<file path="config.mk">
export PLATFORM = sky130hd
export DESIGN_NAME = scss_top
export DESIGN_NICKNAME = d
export VERILOG_FILES = /design/src/shared/scss_pkg.sv /design/src/core/scss_divider.sv /design/src/core/scss_loop.sv /design/src/core/scss_top.sv
export SDC_FILE = /design/constraint.sdc
export NUM_CORES = 1
export LEC_CHECK = 0
export ABC_AREA = 1
export ABC_CLOCK_PERIOD_IN_PS = 7370
export BUFFER_PORTS_ARGS = -buffer_cell sky130_fd_sc_hd__buf_4
export CORE_MARGIN = 3
export CORE_UTILIZATION = 27
export DETAILED_ROUTE_END_ITERATION = 10
export PLACE_DENSITY = 0.45
export SLEW_MARGIN = 20
export SYNTH_ARGS = -nofsm -noshare
export SYNTH_HDL_FRONTEND = slang
export SYNTH_SLANG_ARGS = --single-unit
</file>
<file path="constraint.sdc">
create_clock -name sys_clk_in -period 7.37 [get_ports sys_clk_in]
set_clock_uncertainty 0.1 [all_clocks]
set_input_delay 1.8425 -clock sys_clk_in [delete_from_list [all_inputs] [get_ports sys_clk_in]]
set_output_delay 1.8425 -clock sys_clk_in [all_outputs]
set_load 0.03 [all_outputs]
</file>
<file path="src/shared/scss_pkg.sv">
// Shared constants and types of the system clock source select block
`default_nettype none
package scss_pkg;
  // ----------------------------------------------------------------
  // Register byte offsets
  // ----------------------------------------------------------------
  localparam logic [3:0] SYS_CTRL_ADDR  = 4'h0; // system_control_word
  localparam logic [3:0] LOOP_CTRL_ADDR = 4'h4; // loop_control_word
  localparam logic [3:0] PRESC_ADDR     = 4'h8; // prescaler word
  localparam logic [3:0] STATUS_ADDR    = 4'hC; // status, read only
  // ----------------------------------------------------------------
  // Field positions and widths
  // ----------------------------------------------------------------
  localparam int SEL_LSB    = 0;  // Source select, 2 bits
  localparam int BYPASS_BIT = 0;  // oscillator_path_bypass
  localparam int REFSEL_BIT = 1;  // 0 crystal, 1 internal source
  localparam int BAND_LSB   = 2;  // oscillator_band_select, 2 bits
  localparam int LOOP_INPUT_DIVIDE_FIELD_LSB   = 4;  // loop_input_divide_field
  localparam int LOOP_FEEDBACK_MULTIPLY_FIELD_LSB   = 8;  // loop_feedback_multiply_field
  localparam int K2_LSB     = 16; // loop_output_divide_field
  localparam int LOOP_INPUT_DIVIDE_FIELD_W     = 4;
  localparam int LOOP_FEEDBACK_MULTIPLY_FIELD_W     = 7;
  localparam int K2_W       = 7;
  localparam int K1_W       = 10; // Largest factor 1024
  // ----------------------------------------------------------------
  // Reset values
  // ----------------------------------------------------------------
  localparam logic [1:0]  SEL_RST   = 2'h0;        // Wakeup source
  localparam logic [31:0] LOOP_RST  = 32'h0000_0001; // Bypass set
  localparam logic [9:0]  PRESC_RST = 10'h000;
  // ----------------------------------------------------------------
  // Source select codes and clock paths
  // ----------------------------------------------------------------
  localparam logic [1:0] SEL_WAKE   = 2'h0;
  localparam logic [1:0] SEL_OSC    = 2'h2;
  localparam logic [1:0] SEL_DIRECT = 2'h3;
  localparam logic [1:0] PATH_WAKE   = 2'h0;
  localparam logic [1:0] PATH_LOOP   = 2'h1;
  localparam logic [1:0] PATH_PRESC  = 2'h2;
  localparam logic [1:0] PATH_DIRECT = 2'h3;
  localparam logic [1:0] BAND_LOW    = 2'h0;  // 50 to 110 MHz band
  localparam logic [1:0] BAND_HIGH   = 2'h1;  // 100 to 160 MHz band
  // Source switch states
  typedef enum logic {SW_RUN, SW_PARK} scss_sw_e;
  // Division factor is the field value plus one
  function automatic logic [10:0] factor(input logic [9:0] field);
    factor = {1'b0, field} + 11'h001;
  endfunction : factor
endpackage : scss_pkg
`default_nettype wire

</file>
<file path="src/core/scss_divider.sv">
// Integer clock divider working on source edge ticks
`timescale 1ns/100ps
`default_nettype none
module scss_divider #(
  parameter int W = 10
) (
  // Clock and reset
  input  wire logic         sys_clk_in,
  input  wire logic         reset_in,
  // Source clock as level and rising edge tick
  input  wire logic         level_in,
  input  wire logic         tick_in,
  // Division field, factor is field plus one
  input  wire logic [W-1:0] field_in,
  // Divided clock level
  output logic              div_level_out
);
  logic [W-1:0] count_q;   // Source edges seen in this period
  logic [10:0]  k_w;       // Division factor
  logic [10:0]  high_w;    // Edges spent high, half rounded up
  logic         wrap_w;    // Last edge of the period
  logic         level_d;

  assign k_w    = scss_pkg::factor(10'(field_in));
  assign high_w = 11'((k_w + 11'h001) >> 1);
  assign wrap_w = (count_q == field_in);
  // Factor one passes the source level straight on
  assign level_d = (field_in == '0) ? level_in :
                   (11'(count_q) < high_w);

  // Edge counter and output level
  always_ff @(posedge sys_clk_in or posedge reset_in) begin
    if (reset_in) begin
      count_q       <= '0;
      div_level_out <= 1'b0;
    end else begin
      if (tick_in) begin
        count_q <= wrap_w ? '0 : count_q + 1'b1;
      end
      div_level_out <= level_d;
    end
  end

  // Factor one copies the source level one cycle later
  chk_div_bypass: assert property (@(posedge sys_clk_in)
    disable iff (reset_in)
    (field_in == '0) |=> (div_level_out == $past(level_in)))
    else $error("divider does not pass source through");
  // A period wraps after exactly factor source edges
  chk_div_wrap: assert property (@(posedge sys_clk_in)
    disable iff (reset_in)
    (tick_in && wrap_w) |=> (count_q == '0))
    else $error("divider period is wrong");
endmodule : scss_divider
`default_nettype wire

</file>
<file path="src/core/scss_loop.sv">
// Digital model of the frequency multiplying loop
`timescale 1ns/100ps
`default_nettype none
module scss_loop (
  // Clock and reset
  input  wire logic        sys_clk_in,
  input  wire logic        reset_in,
  // Loop enable and reference edge tick
  input  wire logic        enable_in,
  input  wire logic        ref_tick_in,
  // Input divide and feedback multiply fields
  input  wire logic [3:0]  p_field_in,
  input  wire logic [6:0]  n_field_in,
  // Oscillator tick and lock flag
  output logic             vco_tick_out,
  output logic             locked_out
);
  logic [15:0] cnt_q;     // Cycles since last reference edge
  logic [15:0] period_q;  // Measured reference period
  logic [23:0] acc_q;     // Phase accumulator
  logic [23:0] thresh_w;  // P times reference period
  logic [23:0] sum_w;
  logic [10:0] p_w;
  logic [10:0] n_w;
  logic        fire_w;

  assign p_w      = scss_pkg::factor(10'(p_field_in));
  assign n_w      = scss_pkg::factor(10'(n_field_in));
  // Tick rate is N over P reference periods
  assign thresh_w = 24'(period_q) * 24'(p_w[4:0]);
  assign sum_w    = acc_q + 24'(n_w);
  assign fire_w   = enable_in && (thresh_w != '0) && (sum_w >= thresh_w);

  // Period measurement and accumulator
  always_ff @(posedge sys_clk_in or posedge reset_in) begin
    if (reset_in) begin
      cnt_q        <= '0;
      period_q     <= '0;
      acc_q        <= '0;
      vco_tick_out <= 1'b0;
      locked_out   <= 1'b0;
    end else if (!enable_in) begin
      cnt_q        <= '0;
      period_q     <= '0;
      acc_q        <= '0;
      vco_tick_out <= 1'b0;
      locked_out   <= 1'b0;
    end else begin
      cnt_q <= ref_tick_in ? '0 : (cnt_q + {15'h0000, ~&cnt_q});
      if (ref_tick_in) begin
        period_q   <= cnt_q + 16'h0001;
        // Locked while the measured period is steady
        locked_out <= (period_q == cnt_q + 16'h0001);
      end
      acc_q        <= fire_w ? sum_w - thresh_w : sum_w;
      vco_tick_out <= fire_w;
    end
  end

  // No oscillator ticks while the loop is off
  chk_loop_off: assert property (@(posedge sys_clk_in)
    disable iff (reset_in)
    !enable_in |=> !vco_tick_out)
    else $error("loop ticks while disabled");
endmodule : scss_loop
`default_nettype wire

</file>
<file path="src/core/scss_top.sv">
// System clock source select block with Avalon-MM register slave
//
// Function
// - Select 11 follows direct clock input exactly
// - Select 10, bypass 1 uses prescaled oscillator
// - Prescaler factor is field plus one
// - Largest prescaler factor divides by 1024
// - Factor one passes oscillator level through
// - Select 10, bypass 0 runs the loop
// - Loop multiplies by N over P times K2
// - Loop reference is crystal or internal source
// - System clock is oscillator divided by K2
// - Band select picks low or high band
// - Select 00 runs from wakeup source
`timescale 1ns/100ps
`default_nettype none
module scss_top (
  // Clock and reset
  input  wire logic        sys_clk_in,
  input  wire logic        reset_in,
  // Avalon-MM register slave
  input  wire logic [3:0]  avs_address_in,
  input  wire logic        avs_read_in,
  input  wire logic        avs_write_in,
  input  wire logic [31:0] avs_writedata_in,
  output logic [31:0]      avs_readdata_out,
  output logic             avs_waitrequest_out,
  // Clock source pins, asynchronous
  input  wire logic        direct_clock_input_in,
  input  wire logic        crystal_input_pin_in,
  input  wire logic        internal_clock_in,
  input  wire logic        wakeup_clock_in,
  // Derived system clock
  output logic             system_clock_out,
  output logic             system_clock_tick_out,
  // Loop control towards the analog oscillator
  output logic             loop_enable_out,
  output logic [1:0]       oscillator_band_out
);
  // ----------------------------------------------------------------
  // Source synchronisers
  // ----------------------------------------------------------------
  logic [3:0] src_meta_q;  // First stage, read only by second stage
  logic [3:0] src_sync_q;  // Synchronised source levels
  logic [3:0] src_prev_q;  // Previous level for edge detection
  logic [3:0] src_raw_w;
  logic [3:0] src_rise_w;  // One-cycle rising edge ticks

  // Order: direct, crystal, internal, wakeup
  assign src_raw_w  = {wakeup_clock_in, internal_clock_in,
                       crystal_input_pin_in, direct_clock_input_in};
  assign src_rise_w = src_sync_q & ~src_prev_q;

  // Two flip-flops on every pin before use
  always_ff @(posedge sys_clk_in or posedge reset_in) begin
    if (reset_in) begin
      src_meta_q <= 4'h0;
      src_sync_q <= 4'h0;
      src_prev_q <= 4'h0;
    end else begin
      src_meta_q <= src_raw_w;
      src_sync_q <= src_meta_q;
      src_prev_q <= src_sync_q;
    end
  end

  // ----------------------------------------------------------------
  // Control registers
  // ----------------------------------------------------------------
  logic [1:0]  sel_q;       // system_clock_source_select
  logic [31:0] loop_q;      // loop_control_word
  logic [9:0]  presc_q;     // prescaler_divide_field
  logic        wait_q;      // Registered waitrequest
  logic [31:0] rdata_q;     // Registered read data

  // Field views of the loop control word
  logic              bypass_w;
  logic              refsel_w;
  logic [1:0]        band_w;
  logic [3:0]        loop_input_divide_field_w;
  logic [6:0]        loop_feedback_multiply_field_w;
  logic [6:0]        loop_output_divide_field_w;
  assign bypass_w = loop_q[scss_pkg::BYPASS_BIT];
  assign refsel_w = loop_q[scss_pkg::REFSEL_BIT];
  assign band_w   = loop_q[scss_pkg::BAND_LSB +: 2];
  assign loop_input_divide_field_w   = loop_q[scss_pkg::LOOP_INPUT_DIVIDE_FIELD_LSB +: scss_pkg::LOOP_INPUT_DIVIDE_FIELD_W];
  assign loop_feedback_multiply_field_w   = loop_q[scss_pkg::LOOP_FEEDBACK_MULTIPLY_FIELD_LSB +: scss_pkg::LOOP_FEEDBACK_MULTIPLY_FIELD_W];
  assign loop_output_divide_field_w  = loop_q[scss_pkg::K2_LSB +: scss_pkg::K2_W];

  // Bus decode: a request is taken when waitrequest is low
  logic        take_w;
  logic        wr_take_w;
  logic [31:0] loop_wmask_w;
  logic [31:0] rd_mux_w;
  logic [31:0] status_w;
  assign take_w    = (avs_read_in || avs_write_in) && !wait_q;
  assign wr_take_w = take_w && avs_write_in;
  // Only defined loop word fields are writable
  assign loop_wmask_w = 32'h007F_7FFF;

  // ----------------------------------------------------------------
  // Register writes and bus handshake
  // ----------------------------------------------------------------
  // Waitrequest drops for one cycle after a request appears
  always_ff @(posedge sys_clk_in or posedge reset_in) begin
    if (reset_in) begin
      wait_q <= 1'b1;
    end else begin
      wait_q <= !((avs_read_in || avs_write_in) && wait_q);
    end
  end

  // Writes land only at the accepting edge
  always_ff @(posedge sys_clk_in or posedge reset_in) begin
    if (reset_in) begin
      sel_q   <= scss_pkg::SEL_RST;
      loop_q  <= scss_pkg::LOOP_RST;
      presc_q <= scss_pkg::PRESC_RST;
    end else if (wr_take_w) begin
      unique case (avs_address_in)
        scss_pkg::SYS_CTRL_ADDR: begin
          sel_q <= avs_writedata_in[scss_pkg::SEL_LSB +: 2];
        end
        scss_pkg::LOOP_CTRL_ADDR: begin
          loop_q <= avs_writedata_in & loop_wmask_w;
        end
        scss_pkg::PRESC_ADDR: begin
          presc_q <= avs_writedata_in[scss_pkg::K1_W-1:0];
        end
        // Status and unmapped addresses ignore writes
        default: begin
        end
      endcase
    end
  end

  // ----------------------------------------------------------------
  // Clock paths
  // ----------------------------------------------------------------
  logic ref_level_w;    // Oscillator reference level
  logic ref_tick_w;     // Oscillator reference edge
  logic presc_level_w;  // Prescaler output
  logic vco_tick_w;     // Loop oscillator tick
  logic loop_level_w;   // Loop output after K2
  logic loop_locked_w;
  logic loop_on_w;

  // Reference is crystal or internal source
  assign ref_level_w = refsel_w ? src_sync_q[2] : src_sync_q[1];
  assign ref_tick_w  = refsel_w ? src_rise_w[2] : src_rise_w[1];
  // Loop runs only when selected with bypass clear
  assign loop_on_w = (sel_q == scss_pkg::SEL_OSC) && !bypass_w;

  // Prescaler on the oscillator reference
  scss_divider #(.W(scss_pkg::K1_W)) u_prescaler (
    .sys_clk_in    (sys_clk_in),
    .reset_in      (reset_in),
    .level_in      (ref_level_w),
    .tick_in       (ref_tick_w),
    .field_in      (presc_q),
    .div_level_out (presc_level_w)
  );

  // Multiplying loop
  scss_loop u_loop (
    .sys_clk_in   (sys_clk_in),
    .reset_in     (reset_in),
    .enable_in    (loop_on_w),
    .ref_tick_in  (ref_tick_w),
    .p_field_in   (loop_input_divide_field_w),
    .n_field_in   (loop_feedback_multiply_field_w),
    .vco_tick_out (vco_tick_w),
    .locked_out   (loop_locked_w)
  );

  // Output divider: one system period spans K2 oscillator ticks
  scss_divider #(.W(scss_pkg::K2_W)) u_out_div (
    .sys_clk_in    (sys_clk_in),
    .reset_in      (reset_in),
    .level_in      (vco_tick_w),
    .tick_in       (vco_tick_w),
    .field_in      (loop_output_divide_field_w),
    .div_level_out (loop_level_w)
  );

  // ----------------------------------------------------------------
  // Source switch
  // ----------------------------------------------------------------
  logic [3:0]          path_level_w;  // Level of each clock path
  logic [1:0]          target_w;      // Path wanted by software
  logic [1:0]          active_q;      // Path now driving the clock
  scss_pkg::scss_sw_e  sw_q;
  scss_pkg::scss_sw_e  sw_d;
  logic [1:0]          active_d;
  logic                clk_d;

  assign path_level_w[scss_pkg::PATH_WAKE]   = src_sync_q[3];
  assign path_level_w[scss_pkg::PATH_LOOP]   = loop_level_w;
  assign path_level_w[scss_pkg::PATH_PRESC]  = presc_level_w;
  assign path_level_w[scss_pkg::PATH_DIRECT] = src_sync_q[0];

  // Code 01 is reserved and falls back to the wakeup path
  assign target_w =
    (sel_q == scss_pkg::SEL_DIRECT) ? scss_pkg::PATH_DIRECT :
    (sel_q != scss_pkg::SEL_OSC)    ? scss_pkg::PATH_WAKE :
    bypass_w ? scss_pkg::PATH_PRESC : scss_pkg::PATH_LOOP;

  // Leave a path only when it is low, join the next when it is low
  always_comb begin
    sw_d     = sw_q;
    active_d = active_q;
    clk_d    = 1'b0;
    unique case (sw_q)
      scss_pkg::SW_RUN: begin
        clk_d = path_level_w[active_q];
        if (target_w != active_q && !path_level_w[active_q]) begin
          sw_d  = scss_pkg::SW_PARK;
          clk_d = 1'b0;
        end
      end
      scss_pkg::SW_PARK: begin
        if (!path_level_w[target_w]) begin
          sw_d     = scss_pkg::SW_RUN;
          active_d = target_w;
        end
      end
    endcase
  end

  // Switch state and registered clock outputs
  always_ff @(posedge sys_clk_in or posedge reset_in) begin
    if (reset_in) begin
      sw_q                  <= scss_pkg::SW_RUN;
      active_q              <= scss_pkg::PATH_WAKE;
      system_clock_out      <= 1'b0;
      system_clock_tick_out <= 1'b0;
    end else begin
      sw_q                  <= sw_d;
      active_q              <= active_d;
      system_clock_out      <= clk_d;
      system_clock_tick_out <= clk_d && !system_clock_out;
    end
  end

  // Loop control outputs
  always_ff @(posedge sys_clk_in or posedge reset_in) begin
    if (reset_in) begin
      loop_enable_out     <= 1'b0;
      oscillator_band_out <= scss_pkg::BAND_LOW;
    end else begin
      loop_enable_out     <= loop_on_w;
      oscillator_band_out <= band_w;
    end
  end

  // ----------------------------------------------------------------
  // Read data
  // ----------------------------------------------------------------
  assign status_w = {27'h000_0000,
                     system_clock_out, loop_locked_w,
                     (sw_q == scss_pkg::SW_PARK), active_q};
  assign rd_mux_w =
    (avs_address_in == scss_pkg::SYS_CTRL_ADDR)  ? {30'h0, sel_q} :
    (avs_address_in == scss_pkg::LOOP_CTRL_ADDR) ? loop_q :
    (avs_address_in == scss_pkg::PRESC_ADDR)     ? {22'h0, presc_q} :
    (avs_address_in == scss_pkg::STATUS_ADDR)    ? status_w :
    32'h0000_0000;

  // Read data is loaded when waitrequest is about to drop
  always_ff @(posedge sys_clk_in or posedge reset_in) begin
    if (reset_in) begin
      rdata_q <= 32'h0000_0000;
    end else if (avs_read_in && wait_q) begin
      rdata_q <= rd_mux_w;
    end
  end
  assign avs_readdata_out    = rdata_q;
  assign avs_waitrequest_out = wait_q;

  // ----------------------------------------------------------------
  // Checks
  // ----------------------------------------------------------------
  // Direct path copies the synchronised direct level one cycle later
  chk_direct_follow: assert property (@(posedge sys_clk_in)
    disable iff (reset_in)
    (sw_q == scss_pkg::SW_RUN && sw_d == scss_pkg::SW_RUN &&
     active_q == scss_pkg::PATH_DIRECT)
    |=> (system_clock_out == $past(src_sync_q[0])))
    else $error("direct clock not followed");
  // Wakeup path copies the wakeup level one cycle later
  chk_wake_follow: assert property (@(posedge sys_clk_in)
    disable iff (reset_in)
    (sw_q == scss_pkg::SW_RUN && sw_d == scss_pkg::SW_RUN &&
     active_q == scss_pkg::PATH_WAKE)
    |=> (system_clock_out == $past(src_sync_q[3])))
    else $error("wakeup clock not followed");
  // No clock high while parked between sources
  chk_park_low: assert property (@(posedge sys_clk_in)
    disable iff (reset_in)
    (sw_q == scss_pkg::SW_PARK) |=> !system_clock_out ||
      ($past(sw_q) == scss_pkg::SW_PARK && sw_q == scss_pkg::SW_RUN))
    else $error("clock high while parked");
  // Clock low at every change of the active path
  chk_switch_low: assert property (@(posedge sys_clk_in)
    disable iff (reset_in)
    (active_q != $past(active_q)) |-> !$past(system_clock_out))
    else $error("source switched while clock high");
  // Loop enable tracks select 10 with bypass clear
  chk_loop_enable: assert property (@(posedge sys_clk_in)
    disable iff (reset_in)
    ##1 (loop_enable_out == $past(loop_on_w)))
    else $error("loop enable wrong");
  // Band output follows the band field
  chk_band_out: assert property (@(posedge sys_clk_in)
    disable iff (reset_in)
    ##1 (oscillator_band_out == $past(band_w)))
    else $error("band select not applied");
  // A request is answered one cycle after it appears
  chk_bus_answer: assert property (@(posedge sys_clk_in)
    disable iff (reset_in)
    ((avs_read_in || avs_write_in) && wait_q) |=> !wait_q ##1 wait_q)
    else $error("waitrequest timing wrong");
  // Prescaler path chosen when select 10 and bypass set
  chk_presc_path: assert property (@(posedge sys_clk_in)
    disable iff (reset_in)
    (sel_q == scss_pkg::SEL_OSC && bypass_w)
    |-> (target_w == scss_pkg::PATH_PRESC))
    else $error("prescaler path not targeted");
endmodule : scss_top
`default_nettype wire

</file>
==> results.cfg, run 1 <==
[run_status]
status = finished clean

[yosys]
synth_compound_area_frac = 0.0965
edff_count_synth = 0
synth_sequential_area_ratio = 0.300
synth_ff_type = sky130_fd_sc_hd__dfrtp_1
synth_adder_area_share = 0.152
async_flop_share = 1.00
post_synth_simple_gate_area = 0.277
synth_commonest_cells = sky130_fd_sc_hd__nand2_1 (418), sky130_fd_sc_hd__inv_1 (291), sky130_fd_sc_hd__nor2_1 (224)
synth.area.mux_share = 0.00168
synthesis.instances = 1772
synth_area_um2 = 12700
synth_top_cell_by_area = sky130_fd_sc_hd__dfrtp_1
yosys-top-cells-area = sky130_fd_sc_hd__dfrtp_1 (30%), sky130_fd_sc_hd__nand2_1 (12%), sky130_fd_sc_hd__inv_1 (8.6%)
yosys.cell_types.count = 53
yosysWarnings = 0
synthXorXnorAreaFrac = 0.0690
yosys.area.top_type_share = 0.296
synth.most_common_cell = sky130_fd_sc_hd__nand2_1
postSynthRegisterBits = 152
synthesis.area_per_instance_um2 = 7.16
synth_top_family_by_area = simple AND/OR/NAND/NOR gates

[sta]
setup-violations-final = 0
maxSlewHeadroom = 0.407
peak_freq_mhz = 154
worst_slew_pin_slew_ns = 0.890
min_period_ns = 6.51
report.final.slew_viol_count = 0
fin_setup_tns_ns = 0
post-route-period-util = 0.883
hold_viol = 0
setup_repair_after_global_routing_missed_its_margin = false

[floorplan]
die_w_um = 223
placeableCoreArea_um2 = 45900
fp.dieH_um = 223
std_cell_rows = 78
die_area_um2 = 49600
initial_utilization = 0.277
design.portCount = 82

[global_route]
grtUsageTotal = 0.142
largest_net_degree_at_the_start_of_global_routing = 91
grt_pass1_vias = 11300
total_grt_overflow = 0
grt_antenna_before_repair = 0
grt_pass1_wl_mm = 57.8

[detailed_routing]
route.vias.total = 11100
drt-pass1-iter-count = 5
post_drt_via_cell_ratio = 4.54
route.final.wire_length_mm = 34.1
drt_first_iter_violations = 647
remaining_drc_errors = 0
routedWlPerCell_um = 13.9
drtAntennaViolNets = 0

[cells_and_area]
final_cell_count_no_fill = 2450
antenna_cells_inserted = 0
post_route_cells_drive_above_1_share = 0.0686
fillCellCount = 5044
fin_area_um2 = 14500
num-nets-final = 2009
areaGrowthSynthToFinish_pct = 14.0

[job]
maxCapViolCount = 0

[setup_path]
startpoint_type = flip-flop
critical-path-slowest-cell = sky130_fd_sc_hd__fa_1
cp_slowest_stage_delay_ns = 0.55
crit_required_ns = 7.66
worst-path-max-fanout = 13
critPathMostFrequentCell = sky130_fd_sc_hd__nand2_1
critical_path_arrival_ns = 6.80
setup.worst_path.class = reg2reg
timing.critical_path.to_type = flip-flop

[clock_tree]
clk_pin_slew_worst_paths_ns = 0.07
cts.sink_count = 152
root_buffer = sky130_fd_sc_hd__clkbuf_16
worstSkewPairLatency_ns = 0.46
holdBufCountCts = 0
tritoncts = done
numCtsBuffers = 17
htreeDepth = 4
cts_repair_resize_count = 0
cts.path.max_buffers = 2
cts.repair_timing.setup_buffer_count = 0

[place]
place_inst = 2418
detailed_place.area_um2 = 13900
detailed_placement_hpwl_mm = 27.0
final_weighted_congestion_in_routability_driven_placement = 0.842
portBuffers = 61

[pwr]
clock_network_power_share = 0.273
power_switching_share = 0.413
powerDensity_nw_per_um2 = 231
p_sw_mw = 1.38
pwr-share-seq = 0.306
internal_power_mw = 1.96
irDropWorstVdd_v = 0.000190
p_leak_nw = 7.46
p_comb_frac = 0.422

[worst_hold_path]
hold_path.class = reg2reg
## path summary, 6_finish.rpt
kind | from | depth (start not counted) | slack (ns) | end
min in group asynchronous | reset_in | 2 | 1.40 | avs_readdata_out[2]
worst min-delay path | src_meta_q[2] | 0 | 0.25 | src_sync_q[2]
worst max register to register | loop_q[4] | 34 | 0.86 | u_loop.acc_q[18]
max in group asynchronous | reset_in | 3 | 4.34 | u_out_div.count_q[1]
worst max-delay path | loop_q[4] | 34 | 0.86 | u_loop.acc_q[18]
worst min register to register | src_meta_q[2] | 0 | 0.25 | src_sync_q[2]
## area by class of cell
| cell class | instances | area [um2] | area share |
|---|---|---|---|
| Multi-Input combinational cell | 1294 | 7600 | 0.526 |
| Sequential cell | 152 | 3810 | 0.263 |
| Inverter | 294 | 1110 | 0.0767 |
| Tap cell | 600 | 751 | 0.0519 |
| Timing Repair Buffer | 78 | 598 | 0.0414 |
| Clock buffer | 20 | 447 | 0.0309 |
| Clock inverter | 12 | 151 | 0.0105 |
## through the flow
stage | power, mW | hold slack, ns | util | setup slack, ns
floorplan | 2.05 | 0.231 | - | 1.32
global placement | 2.44 | 0.236 | 0.302 | 0.841
detailed placement | 2.45 | 0.235 | 0.302 | 0.859
CTS | 3.39 | 0.248 | 0.315 | 0.791
global route | 3.61 | 0.257 | 0.315 | 0.157
finish | 3.34 | 0.247 | 0.315 | 0.859
## layout by cell type, fill, tap and decap left out, types with 3 or more instances in the layout
cell,synthesis,final
sky130_fd_sc_hd__a21oi_1,78,78
sky130_fd_sc_hd__nand2_2,3,3
sky130_fd_sc_hd__ha_1,84,84
sky130_fd_sc_hd__nor3b_1,4,4
sky130_fd_sc_hd__nand4_1,26,26
sky130_fd_sc_hd__clkbuf_16,0,17
sky130_fd_sc_hd__nand3_1,92,92
sky130_fd_sc_hd__a21o_1,4,4
sky130_fd_sc_hd__clkinv_4,0,3
sky130_fd_sc_hd__o21bai_1,4,4
sky130_fd_sc_hd__inv_1,291,290
sky130_fd_sc_hd__xor2_1,69,69
sky130_fd_sc_hd__a31oi_1,6,6
sky130_fd_sc_hd__o21ai_0,80,80
sky130_fd_sc_hd__nor2_1,224,224
sky130_fd_sc_hd__nand3b_1,11,11
sky130_fd_sc_hd__clkinv_1,3,3
sky130_fd_sc_hd__xnor2_1,31,31
sky130_fd_sc_hd__o22ai_1,19,19
sky130_fd_sc_hd__o31ai_1,11,11
sky130_fd_sc_hd__and2_1,4,4
sky130_fd_sc_hd__nand2_1,418,418
sky130_fd_sc_hd__nor4_1,7,7
sky130_fd_sc_hd__conb_1,1,10
sky130_fd_sc_hd__fa_1,44,44
sky130_fd_sc_hd__clkinv_2,0,4
sky130_fd_sc_hd__bufinv_16,0,3
sky130_fd_sc_hd__or2_2,4,4
sky130_fd_sc_hd__dfrtp_1,150,150
sky130_fd_sc_hd__buf_4,11,77
sky130_fd_sc_hd__nor3_1,35,35
## worst max-delay path, delay by kind of cell, from the launching register on
kind | cells | cell delay [ns]
AND/OR/NAND/NOR | 19 | 2.17
buffers and inverters | 7 | 0.90
adder cells (fa/ha/maj) | 6 | 2.49
XOR/XNOR | 1 | 0.21
AO/OA/AOI/OAI | 1 | 0.16
flip-flops | 1 | 0.38
## logic make-up after synthesis
logic type | Yosys count
muxes | 2
adders and majority gates | 128
and+or+nand+nor | 836
buffers and inverters | 335
AOI/OAI and AO/OA | 218
xor gates and xnor gates | 100
other | 1
DFF | 152
## per-layer routing
metal / track usage / routed length, um / part of all wire
met1: 0.188 / 16500 / 0.48
met2: 0.241 / 16000 / 0.47
met3: 0.0239 / 1100 / 0.032
met4: 0.0369 / 495 / 0.014
met5: 0 / 0 / 0
## power by group through the flow
stage,clock network (mW),registers [mW],logic (mW)
2_1_floorplan,0,1.04,1.02
3_3_place_gp,0,1.04,1.41
3_5_place_dp,0,1.04,1.41
4_1_cts,0.945,1.02,1.42
5_1_grt,0.973,1.04,1.60
6_report,0.911,1.02,1.41
## state kept, by name, summed over array words and instances, names as in the netlist, 2 cells and up
register,flops
u_loop.acc_q,24
avs_readdata_out,22
loop_q,22
u_loop.cnt_q,16
u_loop.period_q,16
presc_q,10
u_prescaler.count_q,10
u_out_div.count_q,7
src_meta_q,4
src_sync_q,4
active_q,2
oscillator_band_out,2
sel_q,2
src_prev_q,2
Power figures use the tool's default switching activity.
==> run 2, diff against run 1 <==
--- a/config.mk
+++ b/config.mk
@@ -10,6 +10,7 @@
 export BUFFER_PORTS_ARGS = -buffer_cell sky130_fd_sc_hd__buf_4
 export CORE_MARGIN = 3
 export CORE_UTILIZATION = 27
+export CTS_BUF_LIST = sky130_fd_sc_hd__clkbuf_4 sky130_fd_sc_hd__clkbuf_8
 export DETAILED_ROUTE_END_ITERATION = 10
 export PLACE_DENSITY = 0.45
 export SLEW_MARGIN = 20
==> run 2 against run 1 <==
- design area down 1.3%
- via count down 0.47%
- die area unchanged
- clock-buffer cell count unchanged
- flip-flop and latch count unchanged
- setup slack worse by 0.013 ns
- core utilization down 0.40 points
- critical endpoint unchanged
==> results.cfg, run 2 (synthesized netlist as in run 1, its figures left out) <==
[clock_tree]
cts.sink_count = 152
cts_repair_resize_count = 0
cts.path.max_buffers = 2
htreeDepth = 4
worstSkewPairLatency_ns = 0.50
tritoncts = done
clk_pin_slew_worst_paths_ns = 0.09
numCtsBuffers = 17
holdBufCountCts = 0
cts.repair_timing.setup_buffer_count = 0
root_buffer = sky130_fd_sc_hd__clkbuf_8

[setup_path]
crit_required_ns = 7.71
critical-path-slowest-cell = sky130_fd_sc_hd__fa_1
cpLargestDelayFamily = adder cells
timing.rr.start = loop_q[4]
cp_num_buf_inv = 7
timing.critical_path.to_type = flip-flop
startpoint_type = flip-flop
worst-path-max-fanout = 13
critical_path_arrival_ns = 6.86
setup.worst_path.start = loop_q[4]
critPathMostFrequentCell = sky130_fd_sc_hd__nand2_1
setup.worst_path.class = reg2reg
cp_slowest_stage_delay_ns = 0.55

[floorplan]
fp.dieH_um = 223
std_cell_rows = 78
die_area_um2 = 49600
placeableCoreArea_um2 = 45900
design.portCount = 82
initial_utilization = 0.277
die_w_um = 223

[detailed_routing]
post_drt_via_cell_ratio = 4.52
drt_first_iter_violations = 707
route.final.wire_length_mm = 34.0
drtAntennaViolNets = 0
routedWlPerCell_um = 13.9
drt-pass1-iter-count = 5
route.vias.total = 11100
remaining_drc_errors = 0

[cells_and_area]
final_common_cell = sky130_fd_sc_hd__nand2_1
num-nets-final = 2009
total_area_of_sequential_cells_um2 = 3810
antenna_cells_inserted = 0
largest_register_ff_count = 24
post_route_cells_drive_above_1_share = 0.0697
most-common-layout-cells = sky130_fd_sc_hd__nand2_1 (418), sky130_fd_sc_hd__inv_1 (290), sky130_fd_sc_hd__nor2_1 (224)
area_used_by_multi_input_combinational_logic_um2 = 7600
fillCellCount = 5075
areaGrowthSynthToFinish_pct = 12.5
top_register = u_loop.acc_q

[global_route]
grt_antenna_before_repair = 0
grtUsageTotal = 0.142
largest_net_degree_at_the_start_of_global_routing = 91
total_grt_overflow = 0
grt_pass1_vias = 11300
grt_pass1_wl_mm = 57.7

[run_status]
status = finished clean

[pwr]
p_comb_frac = 0.452
pwr-share-seq = 0.327
power_switching_share = 0.432
clock_network_power_share = 0.221
irDropWorstVdd_v = 0.000214
p_leak_nw = 7.38
powerDensity_nw_per_um2 = 218
internal_power_mw = 1.77
p_sw_mw = 1.35
power.total_mw = 3.12

[sta]
report.final.slew_viol_count = 0
post-route-period-util = 0.885
setup_repair_after_global_routing_missed_its_margin = false
fin_setup_tns_ns = 0
peak_freq_mhz = 153
setup-violations-final = 0
worst_slew_pin_slew_ns = 0.890
maxSlewHeadroom = 0.406
min_period_ns = 6.52
hold_viol = 0

[job]
maxCapViolCount = 0

[place]
portBuffers = 61
final_weighted_congestion_in_routability_driven_placement = 0.842
detailed_placement_hpwl_mm = 27.0

[worst_hold_path]
hold_startpoint = src_meta_q[2]
hold_path.class = reg2reg
-- run 2: worst reg2reg max path, delay by kind of cell, from the launching register on --
kind,cells,cell delay (ns)
compound gates,1,0.16
xor+xnor,1,0.21
fa+ha+maj,6,2.49
buf+inv,7,0.90
flops,1,0.39
simple gates,19,2.18
-- run 2: power by group through the flow --
stage                     Combinational (mW)  Sequential, mW  Clock [mW]
after floorplan                         1.02            1.04           0
after global placement                  1.41            1.04           0
after detailed placement                1.41            1.04           0
after CTS                               1.42            1.02       0.724
after global routing                    1.60            1.03       0.755
final                                   1.41            1.02       0.690
-- run 2: per-stage QoR --
stage | cell area [um2] | hold slack [ns] | util | setup slack (ns) | cells
2_1_floorplan | 12700 | 0.231 | - | 1.32 | 1781
6_report | 14300 | 0.252 | 0.311 | 0.847 | 2450
3_3_place_gp | 13900 | 0.236 | 0.302 | 0.841 | 2418
5_1_grt | 14300 | 0.263 | 0.311 | 0.143 | 2450
3_5_place_dp | 13900 | 0.235 | 0.302 | 0.859 | 2418
4_1_cts | 14300 | 0.253 | 0.311 | 0.783 | 2450
-- run 2: cell type report --
type                    instances  area share
repair buffers                 78      0.0419
clock buffers                  20      0.0184
inverters                     294      0.0776
flip-flops and latches        152       0.267
well taps                     600      0.0526
clock inverters                12      0.0106
multi-input cells            1294       0.532
-- run 2: routing by layer --
layer	track usage	up-vias	routed length (um)
met4	0.0332	0	465
met3	0.0251	27	1100
li1	-	5722	-
met2	0.240	155	16000
met5	0	-	0
met1	0.188	5160	16500
-- run 2: path summary, 6_finish.rpt --
kind	slack [ns]	endpoint	cells past startpoint
min in group asynchronous	1.36	avs_readdata_out[0]	2
worst min register to register	0.25	src_sync_q[2]	0
worst max-delay path	0.85	u_loop.acc_q[18]	34
worst max register to register	0.85	u_loop.acc_q[18]	34
max in group asynchronous	4.42	u_out_div.count_q[1]	3
worst min-delay path	0.25	src_sync_q[2]	0
